`src/hdl/insn_dec_pkg.sv`:
```
// constants, field layouts and carrier types for the 14-bit instruction decoder
`default_nettype none
package insn_dec_pkg;

   // =============================================
   // word and field layout
   localparam int WORD_W = 14;
   localparam int CLS_HI = 13;
   localparam int CLS_LO = 12;
   localparam int SEL_HI = 11;
   localparam int SEL_LO = 8;
   localparam int DEST_BIT = 7;
   localparam int BITN_HI = 9;
   localparam int BITN_LO = 7;
   localparam int FADDR_HI = 6;
   localparam int LIT8_HI = 7;
   localparam int LIT11_HI = 10;
   localparam int JUMP_BIT = 11;
   localparam int BITOP_HI = 11;
   localparam int BITOP_LO = 10;

   // =============================================
   // class and selector codes
   localparam logic [1:0] CLS_BYTE = 2'h0;
   localparam logic [1:0] CLS_BIT = 2'h1;
   localparam logic [1:0] CLS_CTRL = 2'h2;
   localparam logic [1:0] CLS_LIT = 2'h3;
   localparam logic [3:0] SEL_MISC = 4'h0;
   localparam logic [3:0] SEL_CLR = 4'h1;
   localparam logic [3:0] SEL_SUB = 4'h2;
   localparam logic [3:0] SEL_DEC = 4'h3;
   localparam logic [3:0] SEL_IOR = 4'h4;
   localparam logic [3:0] SEL_AND = 4'h5;
   localparam logic [3:0] SEL_XOR = 4'h6;
   localparam logic [3:0] SEL_ADD = 4'h7;
   localparam logic [3:0] SEL_MOV = 4'h8;
   localparam logic [3:0] SEL_COM = 4'h9;
   localparam logic [3:0] SEL_INC = 4'hA;
   localparam logic [3:0] SEL_DECSZ = 4'hB;
   localparam logic [3:0] SEL_RR = 4'hC;
   localparam logic [3:0] SEL_RL = 4'hD;
   localparam logic [3:0] SEL_SWAP = 4'hE;
   localparam logic [3:0] SEL_INCSZ = 4'hF;
   localparam logic [3:0] LSEL_IOR = 4'h8;
   localparam logic [3:0] LSEL_AND = 4'h9;
   localparam logic [3:0] LSEL_XOR = 4'hA;
   localparam logic [1:0] BOP_CLR = 2'h0;
   localparam logic [1:0] BOP_SET = 2'h1;
   localparam logic [1:0] BOP_TSC = 2'h2;
   localparam logic [1:0] BOP_TSS = 2'h3;

   // =============================================
   // fixed control words and reset values
   localparam logic [13:0] WORD_NOP = 14'h0000;
   localparam logic [13:0] WORD_SLEEP = 14'h0063;
   localparam logic [13:0] WORD_WDCLR = 14'h0064;
   localparam logic [13:0] WORD_IRET = 14'h0009;
   localparam logic [13:0] WORD_RET = 14'h0008;
   localparam logic [6:0] TIMER_ZERO_ADDR = 7'h01;
   localparam logic [7:0] WREG_RST = 8'h00;
   localparam int OSC_PER_CYCLE = 4;

   // =============================================
   // types
   typedef enum logic [5:0] {
      OPK_NOP, OPK_STORE_WREG_FILE, OPK_CLEAR_WREG, OPK_CLEAR_FILE,
      OPK_SUBTRACT_WREG_FILE, OPK_DECREMENT_FILE, OPK_OR_WREG_FILE, OPK_AND_WREG_FILE,
      OPK_XOR_WREG_FILE, OPK_ADD_WREG_FILE, OPK_MOVE_FILE, OPK_COMPLEMENT_FILE,
      OPK_INCREMENT_FILE, OPK_DECREMENT_SKIP_ZERO, OPK_ROTATE_RIGHT_CARRY,
      OPK_ROTATE_LEFT_CARRY, OPK_SWAP_NIBBLES, OPK_INCREMENT_SKIP_ZERO,
      OPK_BIT_CLEAR, OPK_BIT_SET, OPK_BIT_TEST_SKIP_CLEAR, OPK_BIT_TEST_SKIP_SET,
      OPK_CALL, OPK_JUMP, OPK_LOAD_LITERAL, OPK_RETURN_WITH_LITERAL,
      OPK_SUBTRACT_FROM_LITERAL, OPK_ADD_LITERAL, OPK_OR_LITERAL, OPK_AND_LITERAL,
      OPK_XOR_LITERAL, OPK_RETURN, OPK_INTERRUPT_RETURN, OPK_SLEEP, OPK_WATCHDOG_CLEAR
   } op_kind_t;

   typedef struct packed {
      op_kind_t kind;
      logic dest;
      logic [6:0] faddr;
      logic [2:0] bitn;
      logic [7:0] lit8;
      logic [10:0] lit11;
   } dec_t;

   typedef struct packed {
      logic timeout_flag;
      logic powerdown_flag;
      logic zero_flag;
      logic digit_carry_flag;
      logic carry_flag;
   } flags_t;

   localparam flags_t FLAGS_RST = 5'h18;

   typedef enum logic [3:0] {
      PH_Q1 = 4'b0001,
      PH_Q2 = 4'b0010,
      PH_Q3 = 4'b0100,
      PH_Q4 = 4'b1000
   } phase_t;

endpackage
`default_nettype wire

```
`src/hdl/quad_phase_gen.sv`:
```
// four-phase sequencer that splits each instruction cycle into oscillator periods
`default_nettype none
module quad_phase_gen
   import insn_dec_pkg::*;
(
   input wire logic ref_clk_i,
   input wire logic rst_b_i,
   output phase_t phase_o,
   output logic cycle_end_o
);

   // =============================================
   // phase ring
   phase_t phase_q;

   // one instruction cycle is four clocks; the ring restarts at q1
   always_ff @(posedge ref_clk_i) begin
      if (!rst_b_i) begin
         phase_q <= PH_Q1;
      end else begin
         unique case (phase_q)
            PH_Q1: phase_q <= PH_Q2;
            PH_Q2: phase_q <= PH_Q3;
            PH_Q3: phase_q <= PH_Q4;
            PH_Q4: phase_q <= PH_Q1;
            default: phase_q <= PH_Q1;
         endcase
      end
   end

   assign phase_o = phase_q;
   assign cycle_end_o = (phase_q == PH_Q4);

endmodule
`default_nettype wire

```
`src/hdl/insn_field_decode.sv`:
```
// splits a 14-bit instruction word into operation kind and operand fields
`default_nettype none
module insn_field_decode
   import insn_dec_pkg::*;
(
   input wire logic [13:0] word_i,
   output dec_t dec_o
);

   // =============================================
   // field extraction and class decode
   logic [1:0] cls;
   logic [3:0] sel;

   assign cls = word_i[CLS_HI:CLS_LO];
   assign sel = word_i[SEL_HI:SEL_LO];

   // don't-care bits are simply never looked at
   always_comb begin
      dec_o.dest = word_i[DEST_BIT];
      dec_o.faddr = word_i[FADDR_HI:0];
      dec_o.bitn = word_i[BITN_HI:BITN_LO];
      dec_o.lit8 = word_i[LIT8_HI:0];
      dec_o.lit11 = word_i[LIT11_HI:0];
      dec_o.kind = OPK_NOP;
      unique case (cls)
         CLS_BYTE: begin
            unique case (sel)
               SEL_MISC: begin
                  if (word_i[DEST_BIT]) begin
                     dec_o.kind = OPK_STORE_WREG_FILE;
                  end else if (word_i == WORD_SLEEP) begin
                     dec_o.kind = OPK_SLEEP;
                  end else if (word_i == WORD_WDCLR) begin
                     dec_o.kind = OPK_WATCHDOG_CLEAR;
                  end else if (word_i == WORD_IRET) begin
                     dec_o.kind = OPK_INTERRUPT_RETURN;
                  end else if (word_i == WORD_RET) begin
                     dec_o.kind = OPK_RETURN;
                  end else begin
                     dec_o.kind = OPK_NOP;
                  end
               end
               SEL_CLR: dec_o.kind = word_i[DEST_BIT] ? OPK_CLEAR_FILE : OPK_CLEAR_WREG;
               SEL_SUB: dec_o.kind = OPK_SUBTRACT_WREG_FILE;
               SEL_DEC: dec_o.kind = OPK_DECREMENT_FILE;
               SEL_IOR: dec_o.kind = OPK_OR_WREG_FILE;
               SEL_AND: dec_o.kind = OPK_AND_WREG_FILE;
               SEL_XOR: dec_o.kind = OPK_XOR_WREG_FILE;
               SEL_ADD: dec_o.kind = OPK_ADD_WREG_FILE;
               SEL_MOV: dec_o.kind = OPK_MOVE_FILE;
               SEL_COM: dec_o.kind = OPK_COMPLEMENT_FILE;
               SEL_INC: dec_o.kind = OPK_INCREMENT_FILE;
               SEL_DECSZ: dec_o.kind = OPK_DECREMENT_SKIP_ZERO;
               SEL_RR: dec_o.kind = OPK_ROTATE_RIGHT_CARRY;
               SEL_RL: dec_o.kind = OPK_ROTATE_LEFT_CARRY;
               SEL_SWAP: dec_o.kind = OPK_SWAP_NIBBLES;
               SEL_INCSZ: dec_o.kind = OPK_INCREMENT_SKIP_ZERO;
            endcase
         end
         CLS_BIT: begin
            unique case (word_i[BITOP_HI:BITOP_LO])
               BOP_CLR: dec_o.kind = OPK_BIT_CLEAR;
               BOP_SET: dec_o.kind = OPK_BIT_SET;
               BOP_TSC: dec_o.kind = OPK_BIT_TEST_SKIP_CLEAR;
               BOP_TSS: dec_o.kind = OPK_BIT_TEST_SKIP_SET;
            endcase
         end
         CLS_CTRL: dec_o.kind = word_i[JUMP_BIT] ? OPK_JUMP : OPK_CALL;
         CLS_LIT: begin
            if (sel[3:2] == 2'h0) begin
               dec_o.kind = OPK_LOAD_LITERAL;
            end else if (sel[3:2] == 2'h1) begin
               dec_o.kind = OPK_RETURN_WITH_LITERAL;
            end else if (sel[3:1] == 3'h7) begin
               dec_o.kind = OPK_ADD_LITERAL;
            end else if (sel[3:1] == 3'h6) begin
               dec_o.kind = OPK_SUBTRACT_FROM_LITERAL;
            end else if (sel == LSEL_IOR) begin
               dec_o.kind = OPK_OR_LITERAL;
            end else if (sel == LSEL_AND) begin
               dec_o.kind = OPK_AND_LITERAL;
            end else if (sel == LSEL_XOR) begin
               dec_o.kind = OPK_XOR_LITERAL;
            end else begin
               dec_o.kind = OPK_NOP;
            end
         end
      endcase
   end

endmodule
`default_nettype wire

```
`src/hdl/mcu_instruction_decoder_14bit.sv`:
```
// instruction decode, execute timing and status flags of the 8-bit core
// Function
// - each instruction is one 14-bit word
// - destination bit zero writes W, one writes file
// - file address is the low seven bits
// - three-bit field picks the bit operated on
// - literals are eight or eleven bits wide
// - skips and branches take two cycles, second idle
// - one instruction cycle is four oscillator periods
// - byte logic ops by selector, zero flag only
// - rotates go through carry, change carry only
// - skip-on-zero ops write result, no flags
// - bit ops clear, set, test-skip clear, test-skip set
// - literal logic ops combine W, update zero
// - literal add and subtract update C, DC, Z
// - load literal one cycle, return with literal two
// - call or jump by bit eleven, two cycles
// - fixed control words decoded exactly
// - write to timer zero clears prescaler if timer owns it
// - don't-care bits are ignored
// - standby clears powerdown, sets timeout flag
// - watchdog clear resets prescaler if watchdog owns it
`default_nettype none
module mcu_instruction_decoder_14bit
   import insn_dec_pkg::*;
(
   input wire logic ref_clk_i,
   input wire logic rst_b_i,
   input wire logic [13:0] instr_word_i,
   input wire logic [7:0] file_rdata_i,
   input wire logic presc_to_wdt_i,
   output phase_t phase_o,
   output logic [6:0] file_addr_o,
   output logic [7:0] file_wdata_o,
   output logic file_we_o,
   output logic [7:0] wreg_o,
   output flags_t status_o,
   output logic filler_cycle_o,
   output logic pc_load_o,
   output logic [10:0] pc_target_o,
   output logic stack_push_o,
   output logic stack_pop_o,
   output logic intr_return_o,
   output logic presc_clr_o,
   output logic wdt_clr_o,
   output logic sleep_o
);

   // =============================================
   // phase sequencer and decoder
   logic cyc_end;
   logic [13:0] insn_q;
   dec_t dec;

   quad_phase_gen u_phase (
      .ref_clk_i(ref_clk_i),
      .rst_b_i(rst_b_i),
      .phase_o(phase_o),
      .cycle_end_o(cyc_end)
   );

   insn_field_decode u_dec (
      .word_i(insn_q),
      .dec_o(dec)
   );

   // =============================================
   // arithmetic helpers
   // returns {carry, digit carry, sum}
   function automatic logic [9:0] add8(input logic [7:0] a, input logic [7:0] b,
                                       input logic cin);
      logic [4:0] lo;
      logic [8:0] full;
      lo = 5'({1'b0, a[3:0]} + {1'b0, b[3:0]} + {4'h0, cin});
      full = 9'({1'b0, a} + {1'b0, b} + {8'h00, cin});
      return {full[8], lo[4], full[7:0]};
   endfunction

   function automatic logic is_zero(input logic [7:0] v);
      return (v == 8'h00);
   endfunction

   // =============================================
   // execute: combinational result of the current word
   logic [7:0] w_q;
   flags_t stat_q;
   logic [7:0] res;
   logic [9:0] sum;
   logic wr_f;
   logic wr_w;
   flags_t nf;
   logic take_two;
   logic pcl;
   logic push;
   logic pop;
   logic iret;
   logic wclr;
   logic slp;
   logic pclr;

   always_comb begin
      res = 8'h00;
      sum = 10'h000;
      wr_f = 1'b0;
      wr_w = 1'b0;
      nf = stat_q;
      take_two = 1'b0;
      pcl = 1'b0;
      push = 1'b0;
      pop = 1'b0;
      iret = 1'b0;
      wclr = 1'b0;
      slp = 1'b0;
      unique case (dec.kind)
         OPK_NOP: res = 8'h00;
         OPK_STORE_WREG_FILE: begin
            res = w_q;
            wr_f = 1'b1;
         end
         OPK_CLEAR_WREG, OPK_CLEAR_FILE: begin
            res = 8'h00;
            wr_f = (dec.kind == OPK_CLEAR_FILE);
            wr_w = (dec.kind == OPK_CLEAR_WREG);
            nf.zero_flag = 1'b1;
         end
         OPK_ADD_WREG_FILE, OPK_SUBTRACT_WREG_FILE, OPK_ADD_LITERAL,
         OPK_SUBTRACT_FROM_LITERAL: begin
            // subtraction is a + ~w + 1, so carry reads as no-borrow
            if (dec.kind == OPK_ADD_WREG_FILE) sum = add8(file_rdata_i, w_q, 1'b0);
            else if (dec.kind == OPK_SUBTRACT_WREG_FILE) sum = add8(file_rdata_i, ~w_q, 1'b1);
            else if (dec.kind == OPK_ADD_LITERAL) sum = add8(dec.lit8, w_q, 1'b0);
            else sum = add8(dec.lit8, ~w_q, 1'b1);
            res = sum[7:0];
            nf.carry_flag = sum[9];
            nf.digit_carry_flag = sum[8];
            nf.zero_flag = is_zero(sum[7:0]);
            wr_f = dec.dest && !dec.kind[5];
            wr_w = !(dec.dest && !dec.kind[5]);
            if (dec.kind == OPK_ADD_LITERAL || dec.kind == OPK_SUBTRACT_FROM_LITERAL) begin
               wr_f = 1'b0;
               wr_w = 1'b1;
            end
         end
         OPK_OR_WREG_FILE, OPK_AND_WREG_FILE, OPK_XOR_WREG_FILE, OPK_COMPLEMENT_FILE,
         OPK_MOVE_FILE, OPK_DECREMENT_FILE, OPK_INCREMENT_FILE: begin
            if (dec.kind == OPK_OR_WREG_FILE) res = file_rdata_i | w_q;
            else if (dec.kind == OPK_AND_WREG_FILE) res = file_rdata_i & w_q;
            else if (dec.kind == OPK_XOR_WREG_FILE) res = file_rdata_i ^ w_q;
            else if (dec.kind == OPK_COMPLEMENT_FILE) res = ~file_rdata_i;
            else if (dec.kind == OPK_MOVE_FILE) res = file_rdata_i;
            else if (dec.kind == OPK_DECREMENT_FILE) res = 8'(file_rdata_i - 8'h01);
            else res = 8'(file_rdata_i + 8'h01);
            nf.zero_flag = is_zero(res);
            wr_f = dec.dest;
            wr_w = !dec.dest;
         end
         OPK_DECREMENT_SKIP_ZERO, OPK_INCREMENT_SKIP_ZERO: begin
            if (dec.kind == OPK_DECREMENT_SKIP_ZERO) res = 8'(file_rdata_i - 8'h01);
            else res = 8'(file_rdata_i + 8'h01);
            wr_f = dec.dest;
            wr_w = !dec.dest;
            take_two = is_zero(res);
         end
         OPK_ROTATE_LEFT_CARRY, OPK_ROTATE_RIGHT_CARRY: begin
            if (dec.kind == OPK_ROTATE_LEFT_CARRY) begin
               res = {file_rdata_i[6:0], stat_q.carry_flag};
               nf.carry_flag = file_rdata_i[7];
            end else begin
               res = {stat_q.carry_flag, file_rdata_i[7:1]};
               nf.carry_flag = file_rdata_i[0];
            end
            wr_f = dec.dest;
            wr_w = !dec.dest;
         end
         OPK_SWAP_NIBBLES: begin
            res = {file_rdata_i[3:0], file_rdata_i[7:4]};
            wr_f = dec.dest;
            wr_w = !dec.dest;
         end
         OPK_BIT_CLEAR, OPK_BIT_SET: begin
            res = file_rdata_i;
            res[dec.bitn] = (dec.kind == OPK_BIT_SET);
            wr_f = 1'b1;
         end
         OPK_BIT_TEST_SKIP_CLEAR: take_two = !file_rdata_i[dec.bitn];
         OPK_BIT_TEST_SKIP_SET: take_two = file_rdata_i[dec.bitn];
         OPK_CALL, OPK_JUMP: begin
            pcl = 1'b1;
            push = (dec.kind == OPK_CALL);
            take_two = 1'b1;
         end
         OPK_LOAD_LITERAL, OPK_RETURN_WITH_LITERAL: begin
            res = dec.lit8;
            wr_w = 1'b1;
            pop = (dec.kind == OPK_RETURN_WITH_LITERAL);
            take_two = pop;
         end
         OPK_OR_LITERAL, OPK_AND_LITERAL, OPK_XOR_LITERAL: begin
            if (dec.kind == OPK_OR_LITERAL) res = dec.lit8 | w_q;
            else if (dec.kind == OPK_AND_LITERAL) res = dec.lit8 & w_q;
            else res = dec.lit8 ^ w_q;
            wr_w = 1'b1;
            nf.zero_flag = is_zero(res);
         end
         OPK_RETURN, OPK_INTERRUPT_RETURN: begin
            pop = 1'b1;
            iret = (dec.kind == OPK_INTERRUPT_RETURN);
            take_two = 1'b1;
         end
         OPK_SLEEP: begin
            slp = 1'b1;
            wclr = 1'b1;
            nf.powerdown_flag = 1'b0;
            nf.timeout_flag = 1'b1;
         end
         OPK_WATCHDOG_CLEAR: begin
            wclr = 1'b1;
            nf.powerdown_flag = 1'b1;
            nf.timeout_flag = 1'b1;
         end
      endcase
   end

   // timer write clears the prescaler when the timer owns it; watchdog clears clear it when the watchdog owns it
   assign pclr = (wr_f && dec.faddr == TIMER_ZERO_ADDR && !presc_to_wdt_i)
                 || (wclr && presc_to_wdt_i);

   // =============================================
   // instruction register and filler cycle
   logic filler_q;
   logic [6:0] addr_q;

   // the word fetched alongside a taken skip or branch is replaced by a no-op
   always_ff @(posedge ref_clk_i) begin
      if (!rst_b_i) begin
         insn_q <= WORD_NOP;
         filler_q <= 1'b0;
         addr_q <= 7'h00;
      end else if (cyc_end) begin
         insn_q <= take_two ? WORD_NOP : instr_word_i;
         filler_q <= take_two;
         addr_q <= take_two ? WORD_NOP[FADDR_HI:0] : instr_word_i[FADDR_HI:0];
      end
   end

   // =============================================
   // working register and status flags
   // commit at the q4 edge so the file read has had four clocks to settle
   always_ff @(posedge ref_clk_i) begin
      if (!rst_b_i) begin
         w_q <= WREG_RST;
      end else if (cyc_end && wr_w) begin
         w_q <= res;
      end
   end

   always_ff @(posedge ref_clk_i) begin
      if (!rst_b_i) begin
         stat_q <= FLAGS_RST;
      end else if (cyc_end) begin
         stat_q <= nf;
      end
   end

   // =============================================
   // one-clock strobes towards datapath, stack and timers
   logic we_q;
   logic [7:0] wdata_q;
   logic pcl_q;
   logic [10:0] tgt_q;
   logic push_q;
   logic pop_q;
   logic iret_q;
   logic pclr_q;
   logic wclr_q;
   logic slp_q;

   always_ff @(posedge ref_clk_i) begin
      if (!rst_b_i) begin
         we_q <= 1'b0;
         wdata_q <= 8'h00;
      end else begin
         we_q <= cyc_end && wr_f;
         if (cyc_end && wr_f) wdata_q <= res;
      end
   end

   always_ff @(posedge ref_clk_i) begin
      if (!rst_b_i) begin
         pcl_q <= 1'b0;
         tgt_q <= 11'h000;
         push_q <= 1'b0;
         pop_q <= 1'b0;
         iret_q <= 1'b0;
      end else begin
         pcl_q <= cyc_end && pcl;
         if (cyc_end && pcl) tgt_q <= dec.lit11;
         push_q <= cyc_end && push;
         pop_q <= cyc_end && pop;
         iret_q <= cyc_end && iret;
      end
   end

   always_ff @(posedge ref_clk_i) begin
      if (!rst_b_i) begin
         pclr_q <= 1'b0;
         wclr_q <= 1'b0;
         slp_q <= 1'b0;
      end else begin
         pclr_q <= cyc_end && pclr;
         wclr_q <= cyc_end && wclr;
         slp_q <= cyc_end && slp;
      end
   end

   assign file_addr_o = addr_q;
   assign file_wdata_o = wdata_q;
   assign file_we_o = we_q;
   assign wreg_o = w_q;
   assign status_o = stat_q;
   assign filler_cycle_o = filler_q;
   assign pc_load_o = pcl_q;
   assign pc_target_o = tgt_q;
   assign stack_push_o = push_q;
   assign stack_pop_o = pop_q;
   assign intr_return_o = iret_q;
   assign presc_clr_o = pclr_q;
   assign wdt_clr_o = wclr_q;
   assign sleep_o = slp_q;
endmodule
`default_nettype wire

```
`config.mk`:
```
export PLATFORM = sky130hd
export DESIGN_NAME = mcu_instruction_decoder_14bit
export DESIGN_NICKNAME = d
export VERILOG_FILES = /design/src/hdl/insn_dec_pkg.sv /design/src/hdl/quad_phase_gen.sv /design/src/hdl/insn_field_decode.sv /design/src/hdl/mcu_instruction_decoder_14bit.sv
export SDC_FILE = /design/constraint.sdc
export NUM_CORES = 1
export LEC_CHECK = 0
export BUFFER_PORTS_ARGS = -buffer_cell sky130_fd_sc_hd__buf_2
export CORE_ASPECT_RATIO = 0.5
export CORE_MARGIN = 2
export CORE_UTILIZATION = 40
export DETAILED_ROUTE_END_ITERATION = 16
export GPL_TIMING_DRIVEN = 0
export PLACE_DENSITY = 0.57
export SYNTH_ARGS = -nofsm -noshare
export SYNTH_HDL_FRONTEND = slang
export SYNTH_HIERARCHICAL = 1
export SYNTH_SLANG_ARGS = --single-unit
```
`constraint.sdc`:
```
create_clock -name ref_clk_i -period 7.7 [get_ports ref_clk_i]
set_clock_uncertainty 0.1 [all_clocks]
set_input_delay 1.155 -clock ref_clk_i [delete_from_list [all_inputs] [get_ports ref_clk_i]]
set_output_delay 1.155 -clock ref_clk_i [all_outputs]
set_load 0.01 [all_outputs]
```
==> results of run 1 <==
-- cells in the final DEF (no fill, tap or decap), drive strengths merged, types with 13 or more instances in the layout --
cell type	n
xnor2	17
o21ai	44
nor3	29
nand2	47
a32o	14
a31oi	13
ha	50
a21oi	64
inv	49
clkbuf	50
nor2	95
nand3	17
o221ai	16
dfxtp	58
buf	129
mux2i	34
o22ai	15
-- per-layer routing --
layer	track usage	part of all wire	vias to the layer above
li1	-	-	3338
met1	0.448	0.46	3523
met2	0.469	0.42	405
met3	0.0868	0.11	35
met4	0.0721	0.015	0
met5	0	0	-
-- cells by family after synthesis --
group           after synthesis  synth area share
simple gates                284             0.236
fa+ha+maj                    54             0.108
other cells                   1          0.000572
compound gates              267             0.288
xor+xnor                     21            0.0281
mux                          35            0.0536
buf+inv                     143             0.109
flops                        58             0.177
-- stage by stage --
step	hold slack, ps	util	instances
finish	392	0.466	1181
global route	410	0.466	1181
detailed placement	385	0.446	1165
global placement	373	0.446	1165
CTS	398	0.466	1181
floorplan	426	-	863
-- worst max-delay path by stage --
stage | from | to | slack, ps | depth (start not counted)
finish | insn_q[7] | file_wdata_o[3] | 2700 | 12
global route | insn_q[7] | file_wdata_o[3] | 2430 | 12
CTS | insn_q[7] | file_wdata_o[3] | 2840 | 12
detailed placement | insn_q[7] | file_wdata_o[3] | 2860 | 12
global placement | insn_q[7] | wreg_o[3] | 2790 | 12
floorplan | insn_q[7] | insn_q[10] | 4080 | 13
-- report_power, final --
| part | switching [uW] | total, uW | internal, uW |
|---|---|---|---|
| clock network | 148 | 440 | 292 |
| logic | 66.4 | 100 | 33.6 |
| registers | 4.43 | 307 | 303 |
-- critical path: stages, from the launching register on --
cell and delay (ps):
dfxtp_1 430, or4b_4 570, nor3_4 190, a31oi_1 180, a22oi_1 430, buf_6 220, nor4b_2 870, nand2_1 450
o221ai_1 300, a22oi_1 150, and2_1 220, a2111oi_1 600, a21oi_1 150
-- sequential cells by signal, indices dropped and copies added, names as in the netlist --
register,count
file_wdata_o,8
file_we_o,1
filler_cycle_o,1
insn_q,14
intr_return_o,1
pc_load_o,1
pc_target_o,11
presc_clr_o,1
sleep_o,1
stack_pop_o,1
stack_push_o,1
status_o,4
u_phase/phase_o,4
wdt_clr_o,1
wreg_o,8
-- cell type report --
type,count,area [um2]
plain buffers,94,531
clock buffers,10,239
clock inverters,6,88.8
fillers,1710,8640
inverters,49,184
multi-input cells,662,4680
flip-flops and latches,58,1160
well taps,227,284
repair buffers,75,375
==> impl_results.md, run 1 <==
* Status: complete, no violations
* Cells after Synth at 863
* Hold WC Path Type: flip-flop to flip-flop
* P_leak at 0.00308 uW
* Post-route setup TNS at 0 ps
* Nets at 1028
* Top-count cell post-synth: nor2_1
* Ant diodes at 0
* Final Hold Fails at 0
* Detailed-router iteration count before antenna repair at 8
* Setup WS post-layout at 2700 ps
* Rel. slew slack at 0.276
* Syn avg cell area at 7.60 um2
* Global-route wire length before repair at 40800 um
* Die Y at 94.5 um
* Post-CTS Setup Inserts at 0
* Clock latency on the worst-skew pair at 330 ps
* Vias in the first global route at 6706
* Seq/Total Area, Yosys at 0.177
* Synth Cell Area at 6560 um2
* RSZ-0062 raised after global routing: no
* DR iter-0 viols at 805
* Worst slack at placement at 2860 ps
* Yosys cell types at 84
* CTS Hold Buffers Added at 0
* Worst-Margin Slew at 1080 ps
* EDFF count, synth at 0
* Worst Hold Path Cells at 2
* Clock sinks at 58
* Commonest cells in the netlist: nor2_1, a21oi_1, dfxtp_1, ha_1, inv_1
* Clk root buf: clkbuf_16
* Max FO, Critical Path at 10
* Avg WL per Cell at 23.2 um
* Crit. End Element: flip-flop
* Worst flop-to-flop path endpoint: file_wdata_o[3]
* CTS tree: built
* IO Pins at 77
* Detail Placement HPWL at 21200 um
* DR DRC count at 0
* Critical hold path startpoint: pc_target_o[2]
* Routed Antenna Nets at 0
* Share of Yosys cell area claimed by the top area cell type at 0.177
* Chip Width at 185 um
* Row Count at 33
* Gr usage total at 0.315
* Synth async-reset ratio at 0
* Port bufs at 75
* WP data required at 7790 ps
* Largest net degree at the start of global routing at 12
* Vias at 7301
* FF-to-FF setup slack at 2700 ps
* Layout cells sized above 1 at 0.179
* Initial core utilization at 0.405
* GP Congestion at 1.02
* Worst R2R Start: insn_q[7]
* Worst vdd ir at 0.155 mV
* WL final at 27400 um
* Cell taking the most area after synthesis: dfxtp_1
* Reg2Reg Depth at 12
* Crit path DAT at 5090 ps
* Cell area after layout at 7540 um2
* Tcrit/Tclk final at 0.649
* Post-cts repair resize count at 0
* Avg Vias per Cell at 6.18
* Largest cells by area after synthesis: dfxtp_1, ha_1, nor2_1, mux2i_1, a21oi_1
* Highest clock rate at 0.200 GHz
* Flops & latches, synth at 58
* Worst Hold End: pc_target_o[2]
* TritonCTS Buffers at 9
* CP Class: flip-flop to flip-flop
* Initial antenna violation count at 0
* Clk buf depth at 2
* Yosys Warn Count at 6
* Final setup vio count at 0
* Synth-to-Final Area Change at 15.1%
* GRT overflow at 0
* Most common flop cell mapped by yosys: dfxtp_1
* Tmin final at 5000 ps
* Core area at 16200 um2
* Placed inst area at 7210 um2
* Tot Pwr at 848 uW
* Worst-path clk slew at 50 ps
* PwrDens at 112 nW/um2
* Slew Viols, Final at 0
* Syn nets at 942
* Startpoint Class: flip-flop
* Number of max-cap violations at 0
* Die ar. at 17500 um2
* H-tree depth at 3
Note: power is estimated with default switching activity, not from simulation.
==> run 2: changes to the inputs <==
Settings changed: PLACE_DENSITY 0.57 to 0.6.
Clock period 7.7 ns to 4.2 ns, I/O delays scaled along.
==> run 2 against run 1 <==
  * The run now ends with setup timing left
  * Largest power group unchanged
  * Sequential power rose by 84%
  * Register-to-register slack got worse by 2700 ps
  * Sequential share of layout area fell by 0.72 points
  * Critical path type unchanged
==> impl_results.md, run 2 (synthesis results as in run 1) <==
* Status: complete, but fails checks
* Failing checks: setup timing
* Setup WS post-layout at -44.4 ps (-2750 ps)
* CTS Hold Buffers Added at 0 (unchanged)
* Row Count at 33 (unchanged)
* RSZ-0062 raised after global routing: yes
* Initial core utilization at 0.405 (unchanged)
* TritonCTS Buffers at 9 (unchanged)
* Final Hold Fails at 0 (unchanged)
* Max FO, Critical Path at 10 (unchanged)
* Nets at 1043 (+1.5%)
* Clock sinks at 58 (unchanged)
* Largest Register: insn_q
* Cell area after layout at 7960 um2 (+5.5%)
* H-tree depth at 3 (unchanged)
* Startpoint Class: flip-flop
* GRT overflow at 0 (unchanged)
* CTS tree: built
* Crit path DAT at 4390 ps (-700 ps)
* DR iter-0 viols at 710 (-12%)
* WP data required at 4340 ps (-3450 ps)
* Detailed-router iteration count before antenna repair at 6 (-2)
* Clk buf depth at 2 (unchanged)
* Avg WL per Cell at 23.3 um (+0.69%)
* Routed Antenna Nets at 0 (unchanged)
* WL final at 27900 um (+2.0%)
* Port bufs at 75 (unchanged)
* Clk root buf: clkbuf_16
* Ant diodes at 0 (unchanged)
* Number of max-cap violations at 0 (unchanged)
* Largest net degree at the start of global routing at 12 (unchanged)
* Synth-to-Final Area Change at 21.4%
* Worst vdd ir at 0.196 mV (+26%)
* Most common cell after layout, fill and taps aside: nor2_1
* Filler cell count at 1654 (-3.3%)
* GP Congestion at 1.01 (-0.83%)
* Avg Vias per Cell at 6.18 (about the same)
* Post-route setup TNS at -44.4 ps (-44.4 ps)
* Tmin final at 4240 ps (-754 ps)
* Clock latency on the worst-skew pair at 330 ps (about the same)
* P_leak at 0.00332 uW (+7.6%)
* Global-route wire length before repair at 41100 um (+0.83%)
* Highest clock rate at 0.236 GHz (+18%)
* Layout cells sized above 1 at 0.246 (+0.0664)
* PwrDens at 198 nW/um2 (+76%)
* Detail Placement HPWL at 21400 um (+0.73%)
* Core area at 16200 um2 (unchanged)
* Slew Viols, Final at 0 (unchanged)
* Most frequent cells in the layout: nor2_1, buf_2, a21oi_1
* Worst-Margin Slew at 859 ps (-224 ps)
* CP Class: flip-flop to flip-flop
* Tcrit/Tclk final at 1.01 (+0.361)
* Worst-path clk slew at 50 ps (about the same)
* Rel. slew slack at 0.423 (+0.146)
* Final setup vio count at 1 (+1)
* Die Y at 94.5 um (unchanged)
* Die ar. at 17500 um2 (unchanged)
* Hold WC Path Type: flip-flop to flip-flop
* Max reg flops at 14 (unchanged)
* Initial antenna violation count at 0 (unchanged)
* Crit. End Element: flip-flop
* DR DRC count at 0 (unchanged)
* Placed inst area at 7210 um2 (unchanged)
* Gr usage total at 0.317 (+0.00268)
* Vias in the first global route at 6775 (+1.0%)
* IO Pins at 77 (unchanged)
* Chip Width at 185 um (unchanged)
* Vias at 7397 (+1.3%)
## run 2: cell types whose count changed in the layout (fill, tap and decap cells not counted), moves of 4 or more
| cell | before | now |
|---|---|---|
| dfxtp_2 | 0 | 5 |
| buf_4 | 39 | 59 |
| clkbuf_2 | 0 | 6 |
| clkbuf_1 | 40 | 30 |
| nand2_1 | 47 | 43 |
| dfxtp_1 | 58 | 53 |
## run 2: layout make-up
class,instances,area (um2),area share
Clock inverter,4,73.8,0.00928
Multi-Input combinational cell,662,4930,0.619
Buffer,90,544,0.0684
Tap cell,227,284,0.0357
Clock buffer,12,256,0.0322
Inverter,49,184,0.0231
Sequential cell,58,1170,0.147
Timing Repair Buffer,94,518,0.0651
## run 2: power breakdown
part,switching [uW],internal [uW],total [uW]
logic,129,66.7,196
registers,8.62,555,564
clock network,261,551,812
## run 2: stage by stage
step / hold slack, ps / utilization / cells / setup WS (ps) / total power, uW
final: 387 / 0.491 / 1196 / -44.4 / 1570
after global routing: 419 / 0.491 / 1196 / -109 / 1620
after CTS: 393 / 0.478 / 1191 / -21.6 / 1570
after detailed placement: 379 / 0.446 / 1165 / -650 / 753
after global placement: 372 / 0.446 / 1165 / -681 / 751
after floorplan: 426 / - / 863 / 578 / 681
## run 2: path summary, 6_finish.rpt
kind	depth (start not counted)	slack, ps	end	startpoint
hold reg to reg	2	390	file_wdata_o[2]	file_wdata_o[2]
setup reg to reg	12	-40	status_o[2]	insn_q[7]
hold / removal	2	390	file_wdata_o[2]	file_wdata_o[2]
setup / recovery	12	-40	status_o[2]	insn_q[7]
## run 2: worst max-delay path: stages, from the launching register on
cell	delay, ps
dfxtp_2	390
or4b_4	550
nor3_4	320
a31oi_4	170
a32oi_2	350
nand2b_4	190
or3_1	470
buf_2	230
a21oi_1	280
nand4_1	120
or4_1	610
a31o_2	280
o211ai_1	80
## run 2: per-layer routing
| layer | vias up | track usage | wire, um |
|---|---|---|---|
| met5 | - | 0 | 0 |
| met4 | 0 | 0.120 | 913 |
| met3 | 62 | 0.0787 | 2810 |
| met2 | 413 | 0.462 | 11300 |
| met1 | 3535 | 0.449 | 12900 |
| li1 | 3387 | - | - |
## run 2: repair_timing
item,in CTS,in global routing
setup endpoints to repair,44,34
resized for setup,30,44
buffers inserted,11,8
pin swaps,6,11
==> run 3: changes to the inputs <==
Settings changed: ABC_AREA set to 1, PLACE_DENSITY 0.6 to 0.59.
==> run 3 against run 2 <==
  * Hold slack got worse by 19 ps
  * Maximum frequency increased by 10%
  * Register-to-register slack improved by 420 ps
  * Largest power group unchanged
  * Worst setup slack improved by 390 ps
  * Synthesized cell count increased by 34%
  * Critical endpoint is now file_wdata_o[6]
  * Non-clock buffer count decreased by 41
  * Clock-buffer cell count decreased by 3
  * Core utilization decreased by 1.5 points
  * Clock power increased by 10%
  * Highest routed layer unchanged
  * The flow now finishes without violations
==> impl_results.md, run 3 <==
* Status: complete, no violations
* Syn avg cell area at 5.89 um2 (-22%)
* Most frequent cells in the layout: nand2_1, nor2_1, inv_1
* FF-to-FF setup slack at 380 ps (+420 ps)
* CP Depth at 16 (+4)
* Synth Area in Compound Gates at 0.190 (-0.0981)
* Most common cell after layout, fill and taps aside: nand2_1
* CP Cell Sequence: buf_2, buf_2, clkinv_1, ha_1, clkbuf_1, inv_1, o21ai_0, nand2_1, a21oi_1, o21ai_0, nand3_1, nand2_1, a21oi_1, nand3_1, nand2_1, inv_1
* Mux share of post-synthesis cell area at 0.00146 (-0.0522)
* Largest Register: insn_q
* P_leak at 0.00387 uW (+17%)
* Crit path DAT at 3970 ps (-420 ps)
* Ant diodes at 0 (unchanged)
* GR met3 Demand/Resource at 0.0762 (-0.00247)
* Avg Vias per Cell at 5.45 (-12%)
* Initial core utilization at 0.413 (+0.00799)
* Critical hold path startpoint: file_wdata_o[0]
* Clock sinks at 58 (unchanged)
* Gr usage total at 0.299 (-0.0188)
* Worst R2R Start: insn_q[7]
* Worst-Margin Slew at 690 ps (-169 ps)
* WP data required at 4320 ps (-20 ps)
* Cell taking the most area after synthesis: dfxtp_1
* Reg2Reg Depth at 23 (+11)
* Clk root buf: clkbuf_16
* Port bufs at 75 (unchanged)
* Largest net degree at the start of global routing at 13 (+1)
* GP Congestion at 0.978 (-3.3%)
* Synth Cell Area at 6840 um2 (+4.3%)
* CP Class: input pin to flip-flop
* Routed Antenna Nets at 0 (unchanged)
* Die ar. at 18200 um2 (+4.2%)
* H-tree depth at 3 (unchanged)
* TritonCTS Buffers at 9 (unchanged)
* Detail Placement HPWL at 21800 um (+2.1%)
* Share of Yosys cell area claimed by the top area cell type at 0.170 (-0.00733)
* Critical path's top delay family: buffers and inverters
* DR DRC count at 0 (unchanged)
* Slowest library cell on the worst path: ha_1
* Vias in the first global route at 7263 (+7.2%)
* Cells after Synth at 1160 (+34%)
* Number of max-cap violations at 0 (unchanged)
* Tmin final at 3850 ps (-394 ps)
* Synth-to-Final Area Change at 15.4%
* Initial antenna violation count at 0 (unchanged)
* Crit. End Element: flip-flop
* Commonest cells in the netlist: nand2_1, nor2_1, inv_1, a21oi_1, nand3_1
* Seq/Total Area, Yosys at 0.170 (-0.00733)
* Worst Hold Path Cells at 2 (unchanged)
* Global-route wire length before repair at 41400 um (+0.76%)
* Chip Width at 189 um (+2.1%)
* CTS Hold Buffers Added at 0 (unchanged)
* EDFF count, synth at 0 (unchanged)
* DR iter-0 viols at 853 (+20%)
* CTS tree: built
* Most common flop cell mapped by yosys: dfxtp_1
* IO Pins at 77 (unchanged)
* Hold WC Path Type: flip-flop to flip-flop
* Worst-path clk slew at 50 ps (about the same)
* Worst vdd ir at 0.184 mV (-6.1%)
* Clk buf depth at 2 (unchanged)
* Buffers & Inverters on Critical Path at 6 (+5)
* Area share of and/or/nand/nor cells after synthesis at 0.374 (+0.138)
* Top-count cell post-synth: nand2_1
* Final setup vio count at 0 (-1)
* Max FO, Critical Path at 9 (-1)
* Worst Hold End: file_wdata_o[0]
* Worst flop-to-flop path endpoint: file_wdata_o[7]
* Most numerous cell on the critical path: nand2_1
* Xor/xnor share of the synthesized area at 0.0141 (-0.0140)
* Flops & latches, synth at 58 (unchanged)
* Met2 Use GR at 0.432 (-0.0297)
* Synth Area in Adders at 0.103 (-0.00445)
* Layout cells sized above 1 at 0.159 (-0.0865)
* Tcrit/Tclk final at 0.917 (-0.0939)
* Slew Viols, Final at 0 (unchanged)
* Clock latency on the worst-skew pair at 320 ps (about the same)
* Vias at 8050 (+8.8%)
* Post-CTS Setup Inserts at 0 (-11)
* Syn nets at 1239 (+32%)
* Largest cells by area after synthesis: dfxtp_1, nand2_1, ha_1, a21oi_1, nor2_1
* Core area at 16600 um2 (+2.3%)
* Post-layout util at 0.476 (-0.0151)
* Yosys Warn Count at 6 (unchanged)
* Detailed-router iteration count before antenna repair at 6 (unchanged)
* RSZ-0062 raised after global routing: no
* Avg WL per Cell at 18.4 um (-21%)
* PwrDens at 206 nW/um2 (+4.2%)
* Row Count at 33 (unchanged)
* Max reg flops at 14 (unchanged)
* Crit path largest cell delay at 400 ps (-210 ps)
* Final std cells w/o fill at 1478 (+24%)
* Die Y at 96.5 um (+2.0%)
* Nets at 1325 (+27%)
* Met1 Track Usage GR at 0.438 (-0.0108)
* Rel. slew slack at 0.536 (+0.114)
* GRT overflow at 0 (unchanged)
* Startpoint Class: input pin
* Cells after DPL at 1462 (+25%)
* Hold Worst Slack at 368 ps (-18.6 ps)
* Main combinational cell family by area after synthesis: simple AND/OR/NAND/NOR gates
* Yosys cell types at 51 (-39%)
* Gr busiest metal: met1
* Post-route setup TNS at 0 ps (+44.4 ps)
* WL final at 27200 um (-2.5%)
* Highest clock rate at 0.260 GHz (+10%)
* Synth async-reset ratio at 0 (unchanged)
* Tot Pwr at 1620 uW (+3.3%)
* Final Hold Fails at 0 (unchanged)
-- run 3: cell type report --
class,instances,area [um2]
Sequential cell,58,1160
Clock inverter,7,141
Timing Repair Buffer,75,375
Buffer,68,438
Multi-Input combinational cell,883,4700
Inverter,151,567
Fill cell,1781,8670
Clock buffer,9,225
Tap cell,227,284
-- run 3: worst max-delay path by stage --
stage / from / endpoint / slack (ps)
2_1_floorplan: file_rdata_i[3] / file_wdata_o[6] / 1320
3_3_place_gp: insn_q[7] / status_o[1] / 90
5_1_grt: insn_q[7] / file_wdata_o[5] / 100
6_report: file_rdata_i[3] / file_wdata_o[6] / 350
3_5_place_dp: insn_q[7] / file_wdata_o[3] / 180
4_1_cts: insn_q[7] / status_o[1] / 130
-- run 3: metrics by stage --
step	area (um2)	setup WS (ps)
2_1_floorplan	6840	1320
4_1_cts	7860	135
3_5_place_dp	7500	178
5_1_grt	7890	103
3_3_place_gp	7500	88.9
6_report	7890	350
-- run 3: repair_timing --
item                                    4_1_cts  5_1_grt
resized for setup                             0        7
endpoints found under the hold margin         0        0
endpoints found under the setup margin        0       16
-- run 3: worst reg2reg max path: cells and delay by family (launching register included) --
family | cells | cell delay [ps]
simple gates | 16 | 2120
flops | 1 | 440
buf+inv | 6 | 810
compound gates | 1 | 260
-- run 3: layer usage --
layer | share of wire | up-vias
met3 | 0.099 | 28
met1 | 0.50 | 3716
met2 | 0.39 | 361
met5 | 0 | -
met4 | 0.012 | 0
li1 | - | 3945
-- run 3: cells by family after synthesis --
logic type | after synthesis
other | 1
buffers and inverters | 219
AND/OR/NAND/NOR | 584
AO/OA/AOI/OAI | 232
multiplexers | 1
adder cells (fa/ha/maj) | 54
flip-flops | 58
XOR/XNOR | 11
-- run 3: power breakdown --
group          total [uW]  internal [uW]  switching [uW]
logic                 169           51.1             118
clock network         896            639             257
registers             558            555            3.69
total                1620           1240             379
